## src/hdl/dsos_pkg.sv

```systemverilog
package dsos_pkg;

  // clock and control sampling period
  localparam int unsigned CLK_PERIOD_NS    = 10;
  localparam int unsigned SAMPLE_PERIOD_NS = 1000;
  localparam int unsigned SAMPLE_CYCLES    = (SAMPLE_PERIOD_NS / CLK_PERIOD_NS < 1) ? 1 :
                                             SAMPLE_PERIOD_NS / CLK_PERIOD_NS;

  localparam int unsigned NUM_FLAGS = 7;
  localparam int unsigned NUM_TERM  = 6;
  localparam int unsigned CUR_W     = 10;

  // flag positions inside the flag vector
  localparam int unsigned FLAG_CMD = 0;
  localparam int unsigned FLAG_OHF = 1;
  localparam int unsigned FLAG_LOC = 2;
  localparam int unsigned FLAG_RDY = 3;
  localparam int unsigned FLAG_FWR = 4;
  localparam int unsigned FLAG_RVR = 5;
  localparam int unsigned FLAG_MJA = 6;

  // terminal selection codes (41, 42, 43, 50, 51, 52, 53)
  localparam logic [7:0] CODE_CMD = 8'h29;
  localparam logic [7:0] CODE_OHF = 8'h2a;
  localparam logic [7:0] CODE_LOC = 8'h2b;
  localparam logic [7:0] CODE_RDY = 8'h32;
  localparam logic [7:0] CODE_FWR = 8'h33;
  localparam logic [7:0] CODE_RVR = 8'h34;
  localparam logic [7:0] CODE_MJA = 8'h35;

  // setting limits: 200 degC, 1.50 x rated in hundredths
  localparam logic [7:0] OHF_THRESH_MAX = 8'hc8;
  localparam logic [7:0] LOC_LEVEL_MAX  = 8'h96;
  localparam logic [1:0] LOC_MODE_RUN   = 2'h0;
  localparam logic [1:0] LOC_MODE_CONST = 2'h1;

  // hardware trip numbers that raise the major-failure flag
  localparam logic [7:0] TRIP_CT      = 8'h0a;
  localparam logic [7:0] TRIP_CPU     = 8'h0b;
  localparam logic [7:0] TRIP_GND     = 8'h0e;
  localparam logic [7:0] TRIP_FAN     = 8'h14;
  localparam logic [7:0] TRIP_GA_COMM = 8'h17;
  localparam logic [7:0] TRIP_MAIN    = 8'h19;

  // register byte offsets
  localparam logic [7:0] OFF_OHF_THRESH = 8'h00;
  localparam logic [7:0] OFF_LOC_MODE   = 8'h04;
  localparam logic [7:0] OFF_LOC_LEVEL  = 8'h08;
  localparam logic [7:0] OFF_TERM_SEL0  = 8'h0c;
  localparam logic [7:0] OFF_SEL_SPAN   = 8'h18;
  localparam logic [7:0] OFF_FLAGS      = 8'h24;
  localparam logic [7:0] OFF_IRQ_STATUS = 8'h28;
  localparam logic [7:0] OFF_IRQ_MASK   = 8'h2c;
  localparam logic [7:0] OFF_RUN_STATE  = 8'h30;

  // reset values
  localparam logic [7:0] RST_OHF_THRESH = 8'h78;
  localparam logic [7:0] RST_LOC_LEVEL  = 8'h00;
  localparam logic [7:0] RST_SEL_TERM0  = 8'h29;
  localparam logic [7:0] RST_SEL_TERM1  = 8'h2a;
  localparam logic [7:0] RST_SEL_TERM2  = 8'h2b;
  localparam logic [7:0] RST_SEL_TERM3  = 8'h32;
  localparam logic [7:0] RST_SEL_TERM4  = 8'h33;
  localparam logic [7:0] RST_SEL_RELAY  = 8'h35;

  typedef enum logic [1:0] {RUN_STOP, RUN_FWD, RUN_REV} dsos_run_state_t;

endpackage

```

## src/hdl/dsos_flag_eval.sv

```systemverilog
`timescale 1ns/1ns
module dsos_flag_eval (
  input  wire logic                          clk_in,
  input  wire logic                          rst_in,
  input  wire logic                          sample_tick_in,
  input  wire logic                          command_present_in,
  input  wire logic [7:0]                    heatsink_temp_in,
  input  wire logic [7:0]                    overheat_threshold_in,
  input  wire logic [dsos_pkg::CUR_W-1:0]    output_current_in,
  input  wire logic [7:0]                    low_current_level_in,
  input  wire logic [1:0]                    low_current_mode_in,
  input  wire logic                          operating_in,
  input  wire logic                          constant_speed_in,
  input  wire logic                          ready_in,
  input  wire logic                          forward_drive_in,
  input  wire logic                          reverse_drive_in,
  input  wire logic                          trip_active_in,
  input  wire logic [7:0]                    trip_code_in,
  output logic      [dsos_pkg::NUM_FLAGS-1:0] flags_out
);
  import dsos_pkg::*;

  wire                 low_current   = output_current_in <= CUR_W'(low_current_level_in);
  wire                 loc_gate_run  = (low_current_mode_in == LOC_MODE_RUN) & operating_in;
  wire                 loc_gate_cst  = (low_current_mode_in == LOC_MODE_CONST) & operating_in
                                       & constant_speed_in;
  wire                 hw_trip       = (trip_code_in == TRIP_CT) | (trip_code_in == TRIP_CPU) |
                                       (trip_code_in == TRIP_GND) | (trip_code_in == TRIP_FAN) |
                                       (trip_code_in == TRIP_GA_COMM) | (trip_code_in == TRIP_MAIN);
  logic [NUM_FLAGS-1:0] next_flags;

  always_comb begin
    next_flags           = '0;
    next_flags[FLAG_CMD] = command_present_in;
    next_flags[FLAG_OHF] = heatsink_temp_in > overheat_threshold_in;
    next_flags[FLAG_LOC] = low_current & (loc_gate_run | loc_gate_cst);
    next_flags[FLAG_RDY] = ready_in;
    next_flags[FLAG_FWR] = forward_drive_in;
    next_flags[FLAG_RVR] = reverse_drive_in;
    next_flags[FLAG_MJA] = trip_active_in & hw_trip;
  end

  // flags move only on the sampling tick, so every terminal sees one coherent snapshot
  always_ff @(posedge clk_in or posedge rst_in) begin
    if (rst_in) begin
      flags_out <= '0;
    end else if (sample_tick_in) begin
      flags_out <= next_flags;
    end
  end

endmodule

```

## src/hdl/dsos_term_sel.sv

```systemverilog
`timescale 1ns/1ns
module dsos_term_sel (
  input  wire logic                           clk_in,
  input  wire logic                           rst_in,
  input  wire logic                           sample_tick_in,
  input  wire logic [dsos_pkg::NUM_FLAGS-1:0] flags_in,
  input  wire logic [7:0]                     select_in,
  output logic                                term_out
);
  import dsos_pkg::*;

  logic picked;

  // codes outside this block's set leave the terminal off
  always_comb begin
    unique case (select_in)
      CODE_CMD: picked = flags_in[FLAG_CMD];
      CODE_OHF: picked = flags_in[FLAG_OHF];
      CODE_LOC: picked = flags_in[FLAG_LOC];
      CODE_RDY: picked = flags_in[FLAG_RDY];
      CODE_FWR: picked = flags_in[FLAG_FWR];
      CODE_RVR: picked = flags_in[FLAG_RVR];
      CODE_MJA: picked = flags_in[FLAG_MJA];
      default:  picked = 1'b0;
    endcase
  end

  always_ff @(posedge clk_in or posedge rst_in) begin
    if (rst_in) begin
      term_out <= 1'b0;
    end else if (sample_tick_in) begin
      term_out <= picked;
    end
  end

endmodule

```

## src/hdl/dsos_status_out.sv

```systemverilog
// How it works
// - The command-present flag is high while any run command is received, whatever source feeds it; code 41.
// - Forward and reverse run commands active together stop the motor.
// - The overheat flag is high while heat-sink temperature is above the threshold; code 42.
// - The overheat threshold is settable from 0 to 200 degrees Celsius.
// - The low-current flag is high while output current is at or below the detection level; code 43.
// - Low-current mode 00 allows the flag whenever the drive runs, mode 01 only at constant speed.
// - The low-current level is settable from 0.00 to 1.50 times rated current.
// - The drive-ready flag is high while a run command can be accepted; code 50.
// - A run command that arrives while not ready is ignored; only commands presented while ready act.
// - Without main power the drive-ready flag stays low even with control power present.
// - The forward flag is high while driving forward and low in reverse or stopped.
// - The reverse flag is high while driving in reverse and low forward or stopped; code 52.
// - A hardware trip of the listed kinds raises the major-failure flag beside the alarm; code 53.
// - Each of five output terminals and the relay has its own selection code picking its flag.
`timescale 1ns/1ns
module dsos_status_out #(
  parameter int unsigned SAMPLE_CYCLES = dsos_pkg::SAMPLE_CYCLES
) (
  input  wire logic                          clk_in,
  input  wire logic                          rst_in,
  input  wire logic [7:0]                    avs_address_in,
  input  wire logic                          avs_read_in,
  input  wire logic                          avs_write_in,
  input  wire logic [31:0]                   avs_writedata_in,
  input  wire logic [3:0]                    avs_byteenable_in,
  output logic      [31:0]                   avs_readdata_out,
  output logic                               avs_waitrequest_out,
  input  wire logic                          forward_run_command_in,
  input  wire logic                          reverse_run_command_in,
  input  wire logic                          main_power_ok_in,
  input  wire logic                          trip_active_in,
  input  wire logic [7:0]                    trip_code_in,
  input  wire logic [7:0]                    heatsink_temp_in,
  input  wire logic [dsos_pkg::CUR_W-1:0]    output_current_in,
  input  wire logic                          constant_speed_in,
  output logic                               run_forward_out,
  output logic                               run_reverse_out,
  output logic      [dsos_pkg::NUM_TERM-2:0] output_terminal_out,
  output logic                               relay_out,
  output logic                               irq_out
);
  import dsos_pkg::*;

  localparam int unsigned SEL_W = 3;

  // sampling tick
  logic [15:0]          tick_count;
  logic                 sample_tick;

  always_ff @(posedge clk_in or posedge rst_in) begin
    if (rst_in) begin
      tick_count  <= '0;
      sample_tick <= 1'b0;
    end else if (tick_count == 16'(SAMPLE_CYCLES - 1)) begin
      tick_count  <= '0;
      sample_tick <= 1'b1;
    end else begin
      tick_count  <= tick_count + 16'h0001;
      sample_tick <= 1'b0;
    end
  end

  // run command acceptance
  dsos_run_state_t      run_state;
  dsos_run_state_t      next_run_state;
  logic                 fwd_cmd_q;
  logic                 rev_cmd_q;

  wire                  drive_ready = main_power_ok_in & ~trip_active_in;
  wire                  both_cmds   = forward_run_command_in & reverse_run_command_in;
  wire                  fwd_new     = forward_run_command_in & ~fwd_cmd_q;
  wire                  rev_new     = reverse_run_command_in & ~rev_cmd_q;
  wire                  any_cmd     = forward_run_command_in | reverse_run_command_in;

  // only a command edge seen while ready starts the drive, so a command held
  // through a not-ready period must be re-issued
  always_comb begin
    next_run_state = run_state;
    unique case (run_state)
      RUN_STOP: begin
        if (drive_ready && !both_cmds && fwd_new) begin
          next_run_state = RUN_FWD;
        end else if (drive_ready && !both_cmds && rev_new) begin
          next_run_state = RUN_REV;
        end
      end
      RUN_FWD: begin
        if (!forward_run_command_in || both_cmds || !drive_ready) begin
          next_run_state = RUN_STOP;
        end
      end
      RUN_REV: begin
        if (!reverse_run_command_in || both_cmds || !drive_ready) begin
          next_run_state = RUN_STOP;
        end
      end
    endcase
  end

  always_ff @(posedge clk_in or posedge rst_in) begin
    if (rst_in) begin
      run_state       <= RUN_STOP;
      fwd_cmd_q       <= 1'b0;
      rev_cmd_q       <= 1'b0;
      run_forward_out <= 1'b0;
      run_reverse_out <= 1'b0;
    end else begin
      run_state       <= next_run_state;
      fwd_cmd_q       <= forward_run_command_in;
      rev_cmd_q       <= reverse_run_command_in;
      run_forward_out <= next_run_state == RUN_FWD;
      run_reverse_out <= next_run_state == RUN_REV;
    end
  end

  // settings
  logic [7:0]           overheat_threshold_setting;
  logic [1:0]           low_current_mode_setting;
  logic [7:0]           low_current_level_setting;
  logic [7:0]           term_select [NUM_TERM];
  logic [NUM_FLAGS-1:0] irq_status;
  logic [NUM_FLAGS-1:0] irq_mask;

  // bus decode: one wait cycle, then the transfer completes
  wire                  bus_req     = avs_read_in | avs_write_in;
  wire                  bus_accept  = bus_req & ~avs_waitrequest_out;
  wire                  wr_en       = bus_accept & avs_write_in & avs_byteenable_in[0];
  wire [7:0]            wdata       = avs_writedata_in[7:0];
  wire                  aligned     = avs_address_in[1:0] == 2'h0;
  wire                  hit_thresh  = aligned & (avs_address_in == OFF_OHF_THRESH);
  wire                  hit_mode    = aligned & (avs_address_in == OFF_LOC_MODE);
  wire                  hit_level   = aligned & (avs_address_in == OFF_LOC_LEVEL);
  wire                  hit_flags   = aligned & (avs_address_in == OFF_FLAGS);
  wire                  hit_status  = aligned & (avs_address_in == OFF_IRQ_STATUS);
  wire                  hit_mask    = aligned & (avs_address_in == OFF_IRQ_MASK);
  wire                  hit_run     = aligned & (avs_address_in == OFF_RUN_STATE);
  wire [7:0]            sel_off     = avs_address_in - OFF_TERM_SEL0;
  wire                  hit_sel     = aligned & (avs_address_in >= OFF_TERM_SEL0) & (sel_off < OFF_SEL_SPAN);
  wire [SEL_W-1:0]      sel_index   = sel_off[SEL_W+1:2];

  // out-of-range threshold and level writes saturate to the top of the range; out-of-range mode writes are ignored
  wire [7:0]            thresh_wr   = (wdata > OHF_THRESH_MAX) ? OHF_THRESH_MAX : wdata;
  wire [7:0]            level_wr    = (wdata > LOC_LEVEL_MAX) ? LOC_LEVEL_MAX : wdata;
  wire                  mode_ok     = (wdata[1:0] == LOC_MODE_RUN) | (wdata[1:0] == LOC_MODE_CONST);
  wire                  mode_wr     = wr_en & hit_mode & mode_ok & (wdata[7:2] == 6'h00);

  always_ff @(posedge clk_in or posedge rst_in) begin
    if (rst_in) begin
      overheat_threshold_setting <= RST_OHF_THRESH;
      low_current_mode_setting   <= LOC_MODE_RUN;
      low_current_level_setting  <= RST_LOC_LEVEL;
      irq_mask                   <= '0;
    end else begin
      if (wr_en && hit_thresh) begin
        overheat_threshold_setting <= thresh_wr;
      end
      if (mode_wr) begin
        low_current_mode_setting <= wdata[1:0];
      end
      if (wr_en && hit_level) begin
        low_current_level_setting <= level_wr;
      end
      if (wr_en && hit_mask) begin
        irq_mask <= wdata[NUM_FLAGS-1:0];
      end
    end
  end

  // one selection register per terminal, relay last
  localparam logic [7:0] SEL_RST [NUM_TERM] = '{RST_SEL_TERM0, RST_SEL_TERM1, RST_SEL_TERM2,
                                                RST_SEL_TERM3, RST_SEL_TERM4, RST_SEL_RELAY};
  logic [NUM_FLAGS-1:0] flags;
  logic [NUM_TERM-1:0]  term_bits;

  genvar gi;
  generate
    for (gi = 0; gi < NUM_TERM; gi++) begin : g_term
      always_ff @(posedge clk_in or posedge rst_in) begin
        if (rst_in) begin
          term_select[gi] <= SEL_RST[gi];
        end else if (wr_en && hit_sel && (sel_index == SEL_W'(gi))) begin
          term_select[gi] <= wdata;
        end
      end

      dsos_term_sel u_term_sel (
        .clk_in         (clk_in),
        .rst_in         (rst_in),
        .sample_tick_in (sample_tick),
        .flags_in       (flags),
        .select_in      (term_select[gi]),
        .term_out       (term_bits[gi])
      );
    end
  endgenerate

  assign output_terminal_out = term_bits[NUM_TERM-2:0];
  assign relay_out           = term_bits[NUM_TERM-1];

  dsos_flag_eval u_flag_eval (
    .clk_in                (clk_in),
    .rst_in                (rst_in),
    .sample_tick_in        (sample_tick),
    .command_present_in    (any_cmd),
    .heatsink_temp_in      (heatsink_temp_in),
    .overheat_threshold_in (overheat_threshold_setting),
    .output_current_in     (output_current_in),
    .low_current_level_in  (low_current_level_setting),
    .low_current_mode_in   (low_current_mode_setting),
    .operating_in          (run_state != RUN_STOP),
    .constant_speed_in     (constant_speed_in),
    .ready_in              (drive_ready),
    .forward_drive_in      (run_state == RUN_FWD),
    .reverse_drive_in      (run_state == RUN_REV),
    .trip_active_in        (trip_active_in),
    .trip_code_in          (trip_code_in),
    .flags_out             (flags)
  );

  // interrupts: a rising flag sets its sticky bit; a new event beats a same-cycle clear
  logic [NUM_FLAGS-1:0] flags_q;
  wire  [NUM_FLAGS-1:0] flag_rise   = flags & ~flags_q;
  wire  [NUM_FLAGS-1:0] status_clr  = (wr_en && hit_status) ? wdata[NUM_FLAGS-1:0] : '0;
  wire  [NUM_FLAGS-1:0] next_status = (irq_status & ~status_clr) | flag_rise;

  always_ff @(posedge clk_in or posedge rst_in) begin
    if (rst_in) begin
      flags_q    <= '0;
      irq_status <= '0;
      irq_out    <= 1'b0;
    end else begin
      flags_q    <= flags;
      irq_status <= next_status;
      irq_out    <= |(next_status & irq_mask);
    end
  end

  // read path
  wire [31:0] read_word =
    hit_thresh ? {24'h0, overheat_threshold_setting} :
    hit_mode   ? {30'h0, low_current_mode_setting} :
    hit_level  ? {24'h0, low_current_level_setting} :
    hit_sel    ? {24'h0, term_select[sel_index]} :
    hit_flags  ? {25'h0, flags} :
    hit_status ? {25'h0, irq_status} :
    hit_mask   ? {25'h0, irq_mask} :
    hit_run    ? {29'h0, drive_ready, run_state == RUN_REV, run_state == RUN_FWD} :
                 32'h00000000;

  always_ff @(posedge clk_in or posedge rst_in) begin
    if (rst_in) begin
      avs_waitrequest_out <= 1'b1;
      avs_readdata_out    <= '0;
    end else begin
      avs_waitrequest_out <= ~(bus_req & avs_waitrequest_out);
      if (bus_req && avs_waitrequest_out) begin
        avs_readdata_out <= avs_read_in ? read_word : 32'h00000000;
      end
    end
  end

endmodule

```

## config.mk

```make
export PLATFORM = sky130hd
export DESIGN_NAME = dsos_status_out
export DESIGN_NICKNAME = d
export VERILOG_FILES = /design/src/hdl/dsos_pkg.sv /design/src/hdl/dsos_flag_eval.sv /design/src/hdl/dsos_term_sel.sv /design/src/hdl/dsos_status_out.sv
export SDC_FILE = /design/constraint.sdc
export NUM_CORES = 1
export LEC_CHECK = 0
export ABC_AREA = 1
export ABC_CLOCK_PERIOD_IN_PS = 7200
export BUFFER_PORTS_ARGS = -buffer_cell sky130_fd_sc_hd__buf_2
export CAP_MARGIN = 20
export CORE_MARGIN = 10
export CORE_UTILIZATION = 29
export DETAILED_ROUTE_END_ITERATION = 8
export SETUP_SLACK_MARGIN = 0.02
export SLEW_MARGIN = 20
export SYNTH_ARGS = -nofsm -noshare
export SYNTH_HDL_FRONTEND = slang
export SYNTH_SLANG_ARGS = --single-unit
```

## constraint.sdc

```tcl
create_clock -name clk_in -period 7.2 [get_ports clk_in]
set_clock_uncertainty 0.1 [all_clocks]
set_input_delay 1.08 -clock clk_in [delete_from_list [all_inputs] [get_ports clk_in]]
set_output_delay 1.08 -clock clk_in [all_outputs]
set_load 0.005 [all_outputs]
```

==> impl_metrics.env <==
export IMPL_status="finished, final reports clean"
export IMPL_worst_endpoint_arrival_ps=4620
export IMPL_first_iter_violations=562
export IMPL_worst_ir_drop_vdd_uv=155
export IMPL_timing_fmax_ghz=0.226
export IMPL_io_buffers=69
export IMPL_fp_dieW_um=183
export IMPL_post_cts_setup_buffers=0
export IMPL_hold_path_class="flop to flop"
export IMPL_syn_inst=1000
export IMPL_ys_warnings_count=0
export IMPL_synth_area_mm2=0.00770
export IMPL_dieArea_mm2=0.0335
export IMPL_cp_end_kind="flop"
export IMPL_grt_overflow_total=0
export IMPL_grt_max_degree=90
export IMPL_io_pins=121
export IMPL_power_leakage_nw=4.26
export IMPL_powerDensity_mw_per_mm2=209
export IMPL_dr_total_vias=6809
export IMPL_fin_nets=1168
export IMPL_total_power_mw=1.85
export IMPL_place_congestion=0.905
export IMPL_ys_seq_elements=133
export IMPL_root_buffer="clkbuf_16"
export IMPL_cp_slowest_cell="clkinv_1"
export IMPL_worstSkewPairLatency_ps=440
export IMPL_worst_path_buf_inv=3
export IMPL_path_clk_slew_ps=60
export IMPL_cts_buffers=17
export IMPL_core_area_mm2=0.0261
export IMPL_hpwlAfterDp_mm=16.7
export IMPL_synthToLayoutAreaGrowth_pct=14.6
export IMPL_drc=0
export IMPL_cpMostUsedCell="nand2_1"
export IMPL_tritoncts="done"
export IMPL_syn_area_per_cell_um2=7.70
export IMPL_synth_cell_types=50
export IMPL_worst_pin_slew_ps=988
export IMPL_antenna_found_initial=2
export IMPL_num_rows=59
export IMPL_slew_headroom_pct=33.9
export IMPL_yosys_top_cells_area="dfrtp_1 35%, nand2_1 12%, dfstp_2 8.9%"
export IMPL_start_util_pct=29.5
export IMPL_start_kind="primary input"
export IMPL_numClockSinks=133
export IMPL_dp_cells=1377
export IMPL_grt_pass1_wl_mm=36.0
export IMPL_fillers=2766
export IMPL_viasPerCell=4.83
export IMPL_max_cap_violations=0
export IMPL_setup_viol=0
export IMPL_synth_top_area_share_pct=34.8
export IMPL_routed_wl_mm=22.8
export IMPL_critical_path_class="primary input to flop"
export IMPL_post_cts_resized=0
export IMPL_worstPathMaxFanout=35
export IMPL_fin_cells=1411
export IMPL_cp_top_family="buffers and inverters"
export IMPL_detail_route_wl_per_cell_um=16.2
export IMPL_die_h_um=183
export IMPL_synth_seq_area_share_pct=43.7
export IMPL_ctsHoldBuffers=0
export IMPL_hold_violations=0
export IMPL_clock_path_buffers=2
export IMPL_htree_num_levels=4
export IMPL_slew_violations=0
export IMPL_timing_final_crit_share_pct=61.5
export IMPL_rsz0062_at_grt="no"
export IMPL_cp_required_ps=7390
export IMPL_drive_above_1_share_pct=13.8
export IMPL_path_cells="buf_2 -> clkinv_1 -> ha_1 -> nand2_1 -> nand4_1 -> nor2_2 -> inv_2 -> nor2_8 -> nand3_4 -> nand2_1 -> o21ai_1"
export IMPL_gr_usage_all_layers_pct=13.5
export IMPL_first_global_vias=6667
export IMPL_tns_ps=0
export IMPL_min_period_ps=4430
export IMPL_synth_top_cell_by_area="dfrtp_1"
export IMPL_max_stage_delay_ps=720
export IMPL_drt_pass1_iter_count=5
export IMPL_ant_nets=0
cell families after synthesis:
logic type / Yosys count / share of synthesized area (%)
adders and majority gates: 28 / 4.55
and+or+nand+nor: 437 / 25.0
AOI/OAI and AO/OA: 213 / 15.4
DFF: 133 / 43.7
other: 1 / 0.0487
buffers and inverters: 184 / 10.9
xor gates and xnor gates: 4 / 0.455
cells in the mapped netlist (all sizes together):
cell / instances
a2111oi: 1
a211oi: 1
a21o: 1
a21oi: 41
a221oi: 1
a22oi: 1
a31oi: 5
and2: 1
and3: 1
buf: 41
clkbuf: 10
clkinv: 4
conb: 1
dfrtp: 107
dfstp: 26
ha: 28
inv: 129
nand2: 259
nand3: 57
nand4: 18
nor2: 70
nor3: 17
nor3b: 2
nor4: 9
o2111ai: 3
o211ai: 11
o21a: 2
o21ai: 123
o21bai: 1
o221ai: 2
o22ai: 11
o311ai: 3
o31ai: 3
o32ai: 1
o41ai: 2
or2: 3
xnor2: 1
xor2: 3
where the power goes:
| group | leakage [nW] | switching (mW) | internal, mW | total, mW |
|---|---|---|---|---|
| sequential | 1.60 | 0.0129 | 0.770 | 0.783 |
| combinational | 2.39 | 0.130 | 0.0577 | 0.187 |
| clock | 0.277 | 0.354 | 0.523 | 0.876 |
| total | 4.26 | 0.496 | 1.35 | 1.85 |
worst reg2reg max path: stages (launching register included):
cell      delay, ps
dfrtp_1         780
clkinv_1        660
nor4_1          410
o21ai_0         160
nand2_1          80
area by class of cell:
type | count | area, um^2 | area share [%]
clock inverters | 13 | 148 | 1.67
inverters | 133 | 504 | 5.72
repair buffers | 70 | 353 | 4.00
well taps | 335 | 419 | 4.75
diodes | 2 | 5.00 | 0.0568
clock buffers | 19 | 443 | 5.02
multi-input cells | 706 | 3580 | 40.6
flip-flops and latches | 133 | 3360 | 38.1
layout by cell type (no fill, tap or decap), types with 3 or more instances in the layout:
| cell | instances |
|---|---|
| a21oi_1 | 41 |
| a31oi_1 | 5 |
| buf_2 | 69 |
| clkbuf_16 | 17 |
| clkinv_1 | 4 |
| clkinvlp_4 | 4 |
| conb_1 | 24 |
| dfrtp_1 | 107 |
| dfstp_2 | 26 |
| ha_1 | 28 |
| inv_1 | 123 |
| inv_2 | 5 |
| inv_6 | 5 |
| nand2_1 | 256 |
| nand3_1 | 53 |
| nand3_4 | 4 |
| nand4_1 | 18 |
| nor2_1 | 66 |
| nor3_1 | 17 |
| nor4_1 | 8 |
| o2111ai_1 | 3 |
| o211ai_1 | 11 |
| o21ai_0 | 72 |
| o21ai_1 | 51 |
| o22ai_1 | 11 |
| o311ai_0 | 3 |
| o31ai_1 | 3 |
| or2_2 | 3 |
| xor2_1 | 3 |
through the flow:
| step | instance area [um^2] | util (%) | worst slack, ps | hold slack (ps) |
|---|---|---|---|---|
| after global placement | 8220 | 31.5 | 2430 | 324 |
| after floorplan | 7780 | - | 2510 | 275 |
| after CTS | 8810 | 33.8 | 2850 | 342 |
| final | 8820 | 33.8 | 2770 | 331 |
| after global routing | 8810 | 33.8 | 2430 | 361 |
| after detailed placement | 8220 | 31.5 | 2410 | 332 |
state kept, by name (all words and copies together), names as in the netlist, 6 cells and up:
register,count
avs_readdata_out,8
flags_q,7
g_term.u_term_sel.term_out,6
irq_mask,7
irq_status,7
low_current_level_setting,8
overheat_threshold_setting,8
term_select,48
tick_count,16
u_flag_eval.flags_out,7
path summary, 6_finish.rpt:
path | start | end | slack, ps | cells past startpoint
worst max-delay path | avs_address_in[2] | term_select[26] | 2770 | 11
worst min-delay path | flags_q[4] | irq_status[4] | 330 | 1
worst max register to register | sample_tick | g_term[0].u_term_sel.term_out | 4960 | 4
worst min register to register | flags_q[4] | irq_status[4] | 330 | 1
max in group asynchronous | rst_in | flags_q[1] | 5200 | 3
min in group asynchronous | rst_in | tick_count[9] | 690 | 2
routing by layer:
metal  GRT usage [%]  vias to the layer above  routed length (um)
met4            5.00                        2                 559
met1            17.1                     3148               10300
met2            22.0                      210               10700
met3            3.03                       46                1190
met5               0                        -                  13
li1                -                     3403                   -
(Power assumes the default switching activity.)
